File: config.mk
export PLATFORM = sky130hd
export DESIGN_NAME = csd_decoder
export DESIGN_NICKNAME = d
export VERILOG_FILES = /design/src/hdl/csd_pkg.sv /design/src/hdl/csd_bank_match.sv /design/src/hdl/csd_decoder.sv
export SDC_FILE = /design/constraint.sdc
export NUM_CORES = 1
export LEC_CHECK = 0
export ABC_AREA = 1
export BUFFER_PORTS_ARGS = -buffer_cell sky130_fd_sc_hd__clkbuf_2
export CAP_MARGIN = 20
export CORE_MARGIN = 5
export CORE_UTILIZATION = 61
export DETAILED_ROUTE_END_ITERATION = 10
export GPL_TIMING_DRIVEN = 0
export PLACE_DENSITY_LB_ADDON = 0.08
export SLEW_MARGIN = 20
export SYNTH_ARGS = -nofsm -noshare
export SYNTH_HDL_FRONTEND = slang
export SYNTH_SLANG_ARGS = --single-unit
File: constraint.sdc
create_clock -name clk -period 50.5 [get_ports clk]
set_input_delay 7.575 -clock clk [delete_from_list [all_inputs] [get_ports clk]]
set_output_delay 7.575 -clock clk [all_outputs]
set_load 0.005 [all_outputs]
File: src/hdl/csd_pkg.sv
// Package of constants and types for the chip-select decoder
package csd_pkg;
    localparam int CSD_BANKS = 8;
    localparam int CSD_ADDR_W = 32;
    localparam int CSD_DED_ADDR = 24;
    localparam int CSD_UPPER_ADDR = 4;
    localparam int CSD_CMP_LSB = 16;
    localparam int CSD_CMP_W = 16;
    localparam int CSD_WAIT_W = 4;
    // Port width codes
    localparam logic [1:0] CSD_PS_32 = 2'h0;
    localparam logic [1:0] CSD_PS_8 = 2'h1;
    localparam logic [1:0] CSD_PS_16 = 2'h2;
    // Transfer size codes
    localparam logic [1:0] CSD_SIZE_LONG = 2'h0;
    localparam logic [1:0] CSD_SIZE_BYTE = 2'h1;
    localparam logic [1:0] CSD_SIZE_WORD = 2'h2;
    localparam logic [1:0] CSD_SIZE_LINE = 2'h3;
    // Attribute classes: sup data, sup code, user data, user code, cpu space
    localparam int CSD_ATTR_W = 5;
    localparam int CSD_ATTR_CPU = 4;
    // Reset values
    localparam logic [15:0] CSD_BASE_RST = 16'h0000;
    localparam logic [15:0] CSD_MASK_RST = 16'h0000;
    localparam logic [3:0] CSD_WAIT_RST = 4'hf;
    localparam logic [1:0] CSD_PS_RST = 2'h0;
    // Bank control fields
    typedef struct packed {
        logic [1:0] port_size;
        logic [3:0] wait_states;
        logic auto_ack;
        logic alt_ack;
        logic burst_en;
        logic addr_setup;
        logic addr_hold;
        logic rd_en;
        logic wr_en;
    } csd_ctrl_type;
    // Bank mask register content
    typedef struct packed {
        logic [15:0] mask_field;
        logic [CSD_ATTR_W-1:0] attr_mask;
    } csd_mask_type;
    // One transfer request
    typedef struct packed {
        logic [31:0] addr;
        logic [1:0] size;
        logic write;
        logic [CSD_ATTR_W-1:0] attr;
        logic alt_master;
    } csd_xfer_type;
    typedef enum logic [1:0] {
        CSD_IDLE = 2'b00,
        CSD_SETUP = 2'b01,
        CSD_WAIT = 2'b10,
        CSD_HOLD = 2'b11
    } csd_state_type;
endpackage : csd_pkg

File: src/hdl/csd_bank_match.sv
// One bank's address, direction and attribute match
module csd_bank_match
    import csd_pkg::*;
(
    input wire logic [15:0] base,
    input wire csd_mask_type mask,
    input wire csd_ctrl_type ctrl,
    input wire logic programmed,
    input wire csd_xfer_type xfer,
    output logic hit
);
    logic addr_ok;
    logic dir_ok;
    logic attr_ok;
    // Masked bits drop out of the compare
    assign addr_ok = ((xfer.addr[31:16] ^ base) & ~mask.mask_field) == 16'h0000; // RULE_15 RULE_16 RULE_17
    assign dir_ok = xfer.write ? ctrl.wr_en : ctrl.rd_en;
    assign attr_ok = (xfer.attr & mask.attr_mask) == '0;
    assign hit = programmed & addr_ok & dir_ok & attr_ok; // RULE_20 RULE_22
endmodule : csd_bank_match

File: src/hdl/csd_decoder.sv
// Chip-select decoder with strobes, lane steering and acknowledge
// Notes on behaviour
// RULE_01: Long and line strobes follow port width
// RULE_02: 24 address outputs plus four upper
// RULE_03: Upper pins carry address only when assigned
// RULE_04: Max bank size follows enabled address lines
// RULE_05: Core bursts drive and increment address
// RULE_06: Alternate master hits leave address undriven
// RULE_07: Ports sit on fixed upper data lanes
// RULE_08: Drive acknowledge after waits for alternate
// RULE_09: External party acknowledges core transfers
// RULE_10: Each bank has base, mask, control
// RULE_11: Per-bank width, burst, waits, ack, setup/hold; the code stores burst_en per bank but never reads it
// RULE_12: Bank 0 global select after reset
// RULE_13: Bank 1 optional on cpu space
// RULE_14: Unmatched space uses fallback control
// RULE_15: Compare address ignoring masked bits
// RULE_16: Fields map to address bits 31-16
// RULE_17: Zero mask spans 64 kbyte
// RULE_18: Software masks contiguously from bit 16
// RULE_19: Bank 0 first, then 7, DRAM, default; the code ranks banks 0 to 7 in ascending order
// RULE_20: Select needs match, direction, unmasked attribute
// RULE_21: Active-low strobe 0 is top lane
// RULE_22: Other banks off until programmed
module csd_decoder
    import csd_pkg::*;
(
    input wire logic clk,
    input wire logic rst,
    // Transfer start and request
    input wire logic xfer_start,
    input wire csd_xfer_type xfer,
    input wire logic [31:0] wdata,
    input wire logic dram0_hit,
    input wire logic dram1_hit,
    // Bank register writes
    input wire logic [2:0] cfg_bank,
    input wire logic cfg_base_we,
    input wire logic cfg_mask_we,
    input wire logic cfg_ctrl_we,
    input wire logic cfg_fallback_we,
    input wire logic [15:0] cfg_base,
    input wire csd_mask_type cfg_mask,
    input wire csd_ctrl_type cfg_ctrl,
    // Pin assignment of the four upper pins, one bit per pin, 1 = address
    input wire logic [3:0] upper_addr_en,
    // External acknowledge input
    input wire logic transfer_ack_n_in,
    output logic [7:0] bank_sel_n,
    output logic [3:0] byte_we_n,
    output logic [23:0] addr_out,
    output logic [3:0] upper_addr_out,
    output logic [3:0] upper_addr_oe,
    output logic addr_oe,
    output logic [31:0] data_out,
    output logic data_oe,
    output logic transfer_ack_n_out,
    output logic transfer_ack_n_oe,
    output logic xfer_done,
    output logic default_region,
    output logic [27:0] max_bank_bytes
);
    // ------------------------------------------------------------
    // Bank registers
    // ------------------------------------------------------------
    logic [15:0] bank_base_reg [CSD_BANKS];
    csd_mask_type bank_mask_reg [CSD_BANKS];
    csd_ctrl_type bank_control_reg [CSD_BANKS];
    csd_ctrl_type fallback_control_reg;
    logic [CSD_BANKS-1:0] programmed;
    logic global_mode;

    always_ff @(posedge clk or posedge rst) begin // RULE_10
        if (rst) begin
            for (int i = 0; i < CSD_BANKS; i++) begin
                bank_base_reg[i] <= CSD_BASE_RST;
                bank_mask_reg[i] <= '{mask_field: CSD_MASK_RST, attr_mask: '0};
                bank_control_reg[i] <= '{port_size: CSD_PS_RST, wait_states: CSD_WAIT_RST,
                    auto_ack: 1'b1, alt_ack: 1'b0, burst_en: 1'b0, addr_setup: 1'b1,
                    addr_hold: 1'b1, rd_en: 1'b1, wr_en: 1'b1};
            end
            fallback_control_reg <= '{port_size: CSD_PS_RST, wait_states: CSD_WAIT_RST,
                auto_ack: 1'b1, alt_ack: 1'b0, burst_en: 1'b0, addr_setup: 1'b0,
                addr_hold: 1'b0, rd_en: 1'b1, wr_en: 1'b1};
        end else begin
            if (cfg_base_we)
                bank_base_reg[cfg_bank] <= cfg_base;
            if (cfg_mask_we)
                bank_mask_reg[cfg_bank] <= cfg_mask;
            if (cfg_ctrl_we)
                bank_control_reg[cfg_bank] <= cfg_ctrl;
            if (cfg_fallback_we)
                fallback_control_reg <= cfg_ctrl;
        end
    end

    // Bank counts as programmed once all three registers written
    logic [CSD_BANKS-1:0] seen_base;
    logic [CSD_BANKS-1:0] seen_mask;
    logic [CSD_BANKS-1:0] seen_ctrl;
    always_ff @(posedge clk or posedge rst) begin // RULE_22
        if (rst) begin
            seen_base <= '0;
            seen_mask <= '0;
            seen_ctrl <= '0;
        end else begin
            if (cfg_base_we)
                seen_base[cfg_bank] <= 1'b1;
            if (cfg_mask_we)
                seen_mask[cfg_bank] <= 1'b1;
            if (cfg_ctrl_we)
                seen_ctrl[cfg_bank] <= 1'b1;
        end
    end
    assign programmed = seen_base & seen_mask & seen_ctrl;

    // Global mode ends on first write of bank 0 mask
    always_ff @(posedge clk or posedge rst) begin // RULE_12
        if (rst)
            global_mode <= 1'b1;
        else if (cfg_mask_we && cfg_bank == 3'h0)
            global_mode <= 1'b0;
    end

    // ------------------------------------------------------------
    // Decode
    // ------------------------------------------------------------
    logic [CSD_BANKS-1:0] raw_hit;
    logic [CSD_BANKS-1:0] hit;
    for (genvar g = 0; g < CSD_BANKS; g++) begin : g_match
        csd_bank_match u_match (
            .base(bank_base_reg[g]),
            .mask(bank_mask_reg[g]),
            .ctrl(bank_control_reg[g]),
            .programmed(programmed[g]),
            .xfer(xfer),
            .hit(raw_hit[g])
        );
    end

    logic cpu_space;
    assign cpu_space = xfer.attr[CSD_ATTR_CPU];
    always_comb begin
        hit = raw_hit;
        hit[0] = global_mode ? ~cpu_space : raw_hit[0]; // RULE_12
        // Cpu space only reaches bank 1, gated by its attribute mask
        for (int i = 2; i < CSD_BANKS; i++)
            if (cpu_space)
                hit[i] = 1'b0;
        if (cpu_space)
            hit[0] = 1'b0; // RULE_13
    end

    logic [CSD_BANKS-1:0] next_sel;
    logic next_default;
    csd_ctrl_type next_ctrl;
    always_comb begin // RULE_19
        next_sel = '0;
        next_default = 1'b0;
        next_ctrl = fallback_control_reg;
        if (hit != '0) begin
            for (int i = CSD_BANKS - 1; i >= 0; i--) begin
                if (hit[i]) begin
                    next_sel = '0;
                    next_sel[i] = 1'b1;
                    next_ctrl = bank_control_reg[i];
                end
            end
        end else if (!(dram0_hit || dram1_hit)) begin
            next_default = 1'b1; // RULE_14
        end
    end

    // ------------------------------------------------------------
    // Transfer sequencer
    // ------------------------------------------------------------
    csd_state_type state;
    csd_ctrl_type cur_ctrl;
    csd_xfer_type cur;
    logic [CSD_BANKS-1:0] cur_sel;
    logic cur_default;
    logic [3:0] wait_cnt;
    logic [1:0] beats_left;
    logic active;
    logic ack_now;
    logic int_ack;
    logic beat_end;
    logic last_beat;

    assign active = state == CSD_WAIT || state == CSD_SETUP;
    assign int_ack = cur_ctrl.auto_ack && wait_cnt == 4'h0;
    // Core transfers also end on the external acknowledge
    assign ack_now = int_ack || (!cur.alt_master && !transfer_ack_n_in); // RULE_09
    assign beat_end = state == CSD_WAIT && ack_now;
    assign last_beat = beats_left == 2'h0;

    // Beats after the first: operand wider than port, with bursting or not
    function automatic logic [1:0] beat_count(input logic [1:0] sz, input logic [1:0] ps);
        logic [1:0] n;
        n = 2'h0;
        if (sz == CSD_SIZE_LONG || sz == CSD_SIZE_LINE) begin
            if (ps == CSD_PS_8)
                n = 2'h3;
            else if (ps == CSD_PS_16)
                n = 2'h1;
        end else if (sz == CSD_SIZE_WORD && ps == CSD_PS_8) begin
            n = 2'h1;
        end
        return n;
    endfunction : beat_count

    always_ff @(posedge clk or posedge rst) begin // RULE_11
        if (rst) begin
            state <= CSD_IDLE;
            cur <= '0;
            cur_ctrl <= '0;
            cur_sel <= '0;
            cur_default <= 1'b0;
            wait_cnt <= 4'h0;
            beats_left <= 2'h0;
        end else begin
            unique case (state)
                CSD_IDLE: begin
                    if (xfer_start) begin
                        cur <= xfer;
                        cur_ctrl <= next_ctrl;
                        cur_sel <= next_sel;
                        cur_default <= next_default;
                        wait_cnt <= next_ctrl.wait_states;
                        beats_left <= beat_count(xfer.size, next_ctrl.port_size);
                        state <= next_ctrl.addr_setup ? CSD_SETUP : CSD_WAIT;
                    end
                end
                CSD_SETUP: state <= CSD_WAIT;
                CSD_WAIT: begin
                    if (ack_now) begin
                        if (!last_beat) begin
                            beats_left <= beats_left - 2'h1;
                            wait_cnt <= cur_ctrl.wait_states;
                            cur.addr <= cur.addr + ((cur_ctrl.port_size == CSD_PS_8) ?
                                32'h1 : 32'h2); // RULE_05
                        end else begin
                            state <= cur_ctrl.addr_hold ? CSD_HOLD : CSD_IDLE;
                        end
                    end else if (wait_cnt != 4'h0) begin
                        wait_cnt <= wait_cnt - 4'h1;
                    end
                end
                CSD_HOLD: state <= CSD_IDLE;
            endcase
        end
    end
    assign xfer_done = beat_end && last_beat;
    assign default_region = cur_default && state != CSD_IDLE;

    // ------------------------------------------------------------
    // Pins
    // ------------------------------------------------------------
    logic in_xfer;
    logic hit_bank;
    assign in_xfer = state != CSD_IDLE;
    assign hit_bank = cur_sel != '0 || cur_default;
    assign bank_sel_n = (active || state == CSD_HOLD) ? ~cur_sel : 8'hff;

    // Address driven for core transfers only
    assign addr_out = cur.addr[23:0]; // RULE_02
    assign upper_addr_out = cur.addr[27:24];
    assign addr_oe = in_xfer && !cur.alt_master; // RULE_05 RULE_06
    assign upper_addr_oe = (in_xfer && !cur.alt_master) ? upper_addr_en : 4'h0; // RULE_03

    // Top offset of largest bank, 16 Mbyte doubled per line enabled in order from upper pin 0
    always_comb begin // RULE_04
        max_bank_bytes = 28'h0ffffff;
        if (upper_addr_en[0]) begin
            max_bank_bytes = 28'h1ffffff;
            if (upper_addr_en[1]) begin
                max_bank_bytes = 28'h3ffffff;
                if (upper_addr_en[2]) begin
                    max_bank_bytes = 28'h7ffffff;
                    if (upper_addr_en[3])
                        max_bank_bytes = 28'hfffffff;
                end
            end
        end
    end

    // Byte strobes, strobe 0 is D[31:24]
    logic [3:0] we_mask;
    always_comb begin // RULE_21
        we_mask = 4'h0;
        unique case (cur_ctrl.port_size)
            CSD_PS_8: we_mask = 4'b1000; // RULE_01
            CSD_PS_16: begin
                if (cur.size == CSD_SIZE_BYTE)
                    we_mask = cur.addr[0] ? 4'b0100 : 4'b1000;
                else
                    we_mask = 4'b1100; // RULE_01
            end
            default: begin
                unique case (cur.size)
                    CSD_SIZE_BYTE: we_mask = 4'b1000 >> cur.addr[1:0];
                    CSD_SIZE_WORD: we_mask = cur.addr[1] ? 4'b0011 : 4'b1100;
                    default: we_mask = 4'b1111; // RULE_01
                endcase
            end
        endcase
    end
    assign byte_we_n = (active && cur.write && hit_bank) ?
        ~{we_mask[0], we_mask[1], we_mask[2], we_mask[3]} : 4'hf;

    // Lane steering of write data onto the port lanes
    logic [1:0] beat_idx;
    logic [1:0] next_idx;
    logic [1:0] next_ps;
    assign beat_idx = beat_count(cur.size, cur_ctrl.port_size) - beats_left;
    // Lanes of the beat that starts at this edge
    assign next_idx = (state == CSD_IDLE) ? 2'h0 : beat_idx + {1'b0, beat_end};
    assign next_ps = (state == CSD_IDLE) ? next_ctrl.port_size : cur_ctrl.port_size;
    always_ff @(posedge clk or posedge rst) begin // RULE_07
        if (rst) begin
            data_out <= 32'h00000000;
        end else begin
            unique case (next_ps)
                CSD_PS_8: data_out <= {wdata[8'd31 - {next_idx, 3'h0} -: 8], 24'h000000};
                CSD_PS_16: data_out <= {(next_idx[0] ? wdata[15:0] : wdata[31:16]), 16'h0000};
                default: data_out <= wdata;
            endcase
        end
    end
    assign data_oe = active && cur.write && !cur.alt_master;

    // Acknowledge driven for alternate master hits when enabled
    assign transfer_ack_n_oe = in_xfer && cur.alt_master && cur_ctrl.alt_ack && hit_bank; // RULE_08
    assign transfer_ack_n_out = !(state == CSD_WAIT && int_ack); // RULE_08
endmodule : csd_decoder

**After elaboration in Yosys (flattened, before gate mapping)**

Index checks and enable logic that the tools add are counted.

- Register bits: 537
- Input bits: 140
- Output and inout bits: 110
- Word-level logic and storage cells: 372

- $add $sub $neg: 6
- Order comparisons: 4
- Equal/unequal tests: 20
- Shift operators: 2
- Mux-type cells: 91
- Bitwise operators: 65
- Reduce and logical (&&, ||, !) cells: 59

Operators with widths:

| cell | count |
|---|---|
| 168-bit bitwise mux | 1 |
| 13-bit two-way mux | 10 |
| 16-bit AND | 8 |
| 128-bit bitwise mux | 1 |
| 16-bit logical NOT | 8 |
| 16-bit inverter | 8 |
| 32-bit case mux with 2 select lines | 2 |
| 16-bit XOR | 8 |
| 28-bit two-way mux | 4 |
| 104-bit bitwise mux | 1 |
| 8-bit two-way mux | 10 |
| 32-bit two-way mux | 2 |
| 21-bit demux with 3-bit select | 1 |
| 16-bit demux with 3-bit select | 1 |
| 41-bit two-way mux | 1 |
| 5-bit AND | 8 |
| 5-bit logical NOT | 8 |
| 13-bit demux with 3-bit select | 1 |
| 39-bit by 9-bit variable part select with 8-bit output | 1 |
| 4-bit two-way mux | 9 |
| 32-bit by 2-bit adder with 32-bit output | 1 |
| 16-bit two-way mux | 2 |
| 2-bit two-way mux | 15 |
| 1-bit AND | 24 |
| 39 further kinds | 112 |

**Depth between registers and ports, before layout**

- Depth in word-level cells: 22
- Gate-level depth with buffers: 28
- Depth with buffers taken out: 25

**Hierarchy**

A second synthesis with hierarchy kept.

- Cell total of the unflattened synthesis: 3,295
- Area, all modules: 25,658.4 sq um

By module, submodules not included:

| module | instances | cells an instance | area each (sq um) | seq. area each (sq um) |
|---|---|---|---|---|
| csd_decoder | 1 | 2,487 | 22,255.1 | 13,235.2 |
| csd_bank_match | 8 | 101 | 425.4 | 0.0 |

**Worst setup path after synthesis**

Ideal clock, no wire load.

- Kind: input to output
- From: in transfer_ack_n_in
- To: out xfer_done
- Data arrival time: 8.011 ns
- Required time: 42.925 ns
- Setup slack: 34.914 ns
- Cell stages on the path: 3
- Buffers on the path: 0
- Cell sequence: o21ai_0 > nand2_1 > nor2_1

- Longest elaborated chain between the ends: 5

RTL lines:

| element | line | source |
|---|---|---|
| start, declared | csd_decoder.sv:48 | `input wire logic transfer_ack_n_in,` |
| 1-bit logical NOT | csd_decoder.sv:193 | `assign ack_now = int_ack \|\| (!cur.alt_master && !transfer_ack_n_in);` |
| 1-bit logical AND | csd_decoder.sv:193 |  |
| 1-bit logical OR | csd_decoder.sv:193 |  |
| 1-bit logical AND | csd_decoder.sv:194 | `assign beat_end = state == CSD_WAIT && ack_now;` |
| 1-bit logical AND | csd_decoder.sv:253 | `assign xfer_done = beat_end && last_beat;` |
| end, declared | csd_decoder.sv:59 | `output logic xfer_done,` |

No other way between the ends.

**Final worst setup path**

Same ends and word-level chain as after synthesis.

==> flow_summary.json <==
{
  "status": "finished, final reports clean",
  "critPathLaunchType": "primary input",
  "cts.repair.resized": 0,
  "dieArea_mm2": 0.0461,
  "antenna_found_initial": 0,
  "route.detailed.drc": 0,
  "path_max_fanout": 3,
  "p_leak_nw": 15.1,
  "cts_buffers": 53,
  "place_area_mm2": 0.0275,
  "nets": 3703,
  "min_path_cells": 2,
  "drive_above_1_share_pct": 15.6,
  "maxCapViolCount": 0,
  "grt_overflow": 0,
  "die_w_um": 215,
  "crit_path_end_kind": "output pin",
  "hpwlAfterDp_mm": 59.2,
  "post_cts_buffers": 0,
  "cts.sinks": 511,
  "clock-root-buffer": "clkbuf_16",
  "dr.first_iter.drc_count": 2454,
  "dr_total_vias": 23400,
  "synthesis.area_mm2": 0.0255,
  "drt-vias-per-instance": 5.67,
  "synth_area_leaders": "dfrtp_1 42%, nand2_1 15%, o21ai_0 9.1%",
  "core-area_mm2": 0.0417,
  "largest_reg_flops": 162,
  "io_pins": 250,
  "finalSetupViolCount": 0,
  "avgRoutedWirePerCell_um": 19.0,
  "hold_buffers": 0,
  "clkTransAtPathRegs_ns": 0.06,
  "ant_nets": 0,
  "yosys_warnings": 0,
  "tightest_slew_ns": 0.867,
  "cts_tree": "done",
  "crit_arrival_ns": 8.47,
  "yosys.area.top_type": "dfrtp_1",
  "synth_enable_flop_cells": 0,
  "rows": 75,
  "synth-main-ff-cell": "dfrtp_1",
  "slew_headroom_pct": 42.0,
  "grt_pass1_vias": 22800,
  "firstDrtPassIters": 7,
  "fin_crit_sh_pct": 31.8,
  "min_path_type": "flip-flop to flip-flop",
  "rr_worst_depth": 21,
  "synth_common_cells": "1043 x nand2_1, 467 x o21ai_0, 433 x dfrtp_1, 349 x inv_1, 190 x nor2_1",
  "async_reset_ff_share_pct": 100,
  "postLayoutCellArea_mm2": 0.0294,
  "start_util_pct": 61.3,
  "fp.dieH_um": 215,
  "clock_latency_ns": 0.62,
  "p_per_area_mw_per_mm2": 49.7,
  "final-max-slew-violation-count": 0,
  "avgSynthCellArea_um2": 7.85,
  "ys_ff_latch": 511,
  "period_needed_ns": 16.05,
  "p_total_mw": 1.46,
  "htree_levels": 2,
  "fin_worst_skew_ns": 0.0263,
  "yosysMostFrequentCell": "nand2_1",
  "grt_max_degree": 109,
  "wirelength_mm": 78.6,
  "critPathRequiredTime_ns": 42.92,
  "globalplace.congestion": 0.952,
  "cts_buffer_depth": 3,
  "portBuffers": 208,
  "grt_pass1_wl_mm": 123,
  "synth_sequential_area_ratio_pct": 50.4,
  "synth_top_area_share_pct": 42.4,
  "fmax_mhz": 62.3,
  "rsz0062_at_grt": "no",
  "hold_viol_final": 0,
  "path_class": "primary input to output pin",
  "track_usage_pct": 33.6,
  "vdd_drop_max_v": 0.0000322,
  "syn-instance-count": 3254,
  "setup-tns-final_ns": 0,
  "ys_types": 62,
  "area_growth_syn_to_layout_pct": 15.1
}
## metrics by stage
| step | hold WS, ns | setup slack [ns] | std cells | utilization, % |
|---|---|---|---|---|
| after CTS | 0.454 | 34.50 | 4129 | 70.6 |
| after global routing | 0.477 | 34.43 | 4129 | 70.6 |
| after global placement | 0.437 | 23.73 | 4024 | 65.6 |
| final | 0.454 | 34.45 | 4131 | 70.6 |
| after floorplan | 0.422 | 28.78 | 3277 | - |
| after detailed placement | 0.440 | 34.51 | 4029 | 66.0 |
## cell usage in the layout (no fill, tap or decap), drive strengths merged, types with 20 or more instances in the layout
cell type	instances
clkbuf	387
nor3	22
a21oi	80
nand4	35
nand3	124
dfstp	78
nand3b	33
nor2	208
dfrtp	433
inv	368
buf	92
conb	24
o21ai	486
nand2	1063
or2	20
## cells by family (layout without fill, tap and decap cells)
family | Yosys count | after routing | share of synthesized area (%)
and+or+nand+nor | 1513 | 1513 | 25.2
buffers and inverters | 549 | 862 | 9.39
xor gates and xnor gates | 23 | 23 | 0.789
adders and majority gates | 18 | 18 | 0.911
AOI/OAI and AO/OA | 638 | 638 | 13.2
DFF | 511 | 511 | 50.4
other | 1 | 26 | 0.0147
muxes | 1 | 1 | 0.0441
## worst max-delay path, cell delays in order
cell and delay (ns):
clkbuf_2 0.10, o21ai_0 0.26, nand2_1 0.16, nor2_1 0.20, clkbuf_2 0.18
## metal layers
layer	global-route usage (%)	vias to the layer above	part of all wire, %
li1	-	10900	-
met1	43.4	11200	40
met2	56.2	1044	48
met3	4.40	236	6.9
met4	16.7	0	5.2
met5	0	-	0
## report_power, final
group	switching [mW]	internal, mW	leakage, nW
sequential	0.0616	0.509	6.16
combinational	0.302	0.169	7.96
clock	0.167	0.253	0.944
## layout make-up
class	count	area, µm²
tap	539	674
clock buffer	86	1680
buffer	180	995
multi-input combinational	2217	10300
timing repair buffer	213	1180
clock inverter	14	221
fill	3384	12300
inverter	369	1410
sequential	511	12900
antenna	2	5.00
## worst paths after layout
path                                       from              endpoint  slack [ns]
max                           transfer_ack_n_in             xfer_done       34.45
min                                seen_mask[0]          seen_mask[0]        0.45
max reg2reg                bank_control_reg[52]          data_out[30]       46.29
min reg2reg                        seen_mask[0]          seen_mask[0]        0.45
max in group asynchronous                   rst  bank_control_reg[13]       42.31
min in group asynchronous                   rst           addr_out[5]        6.92
No activity file was read; power rests on OpenSTA's default activity.
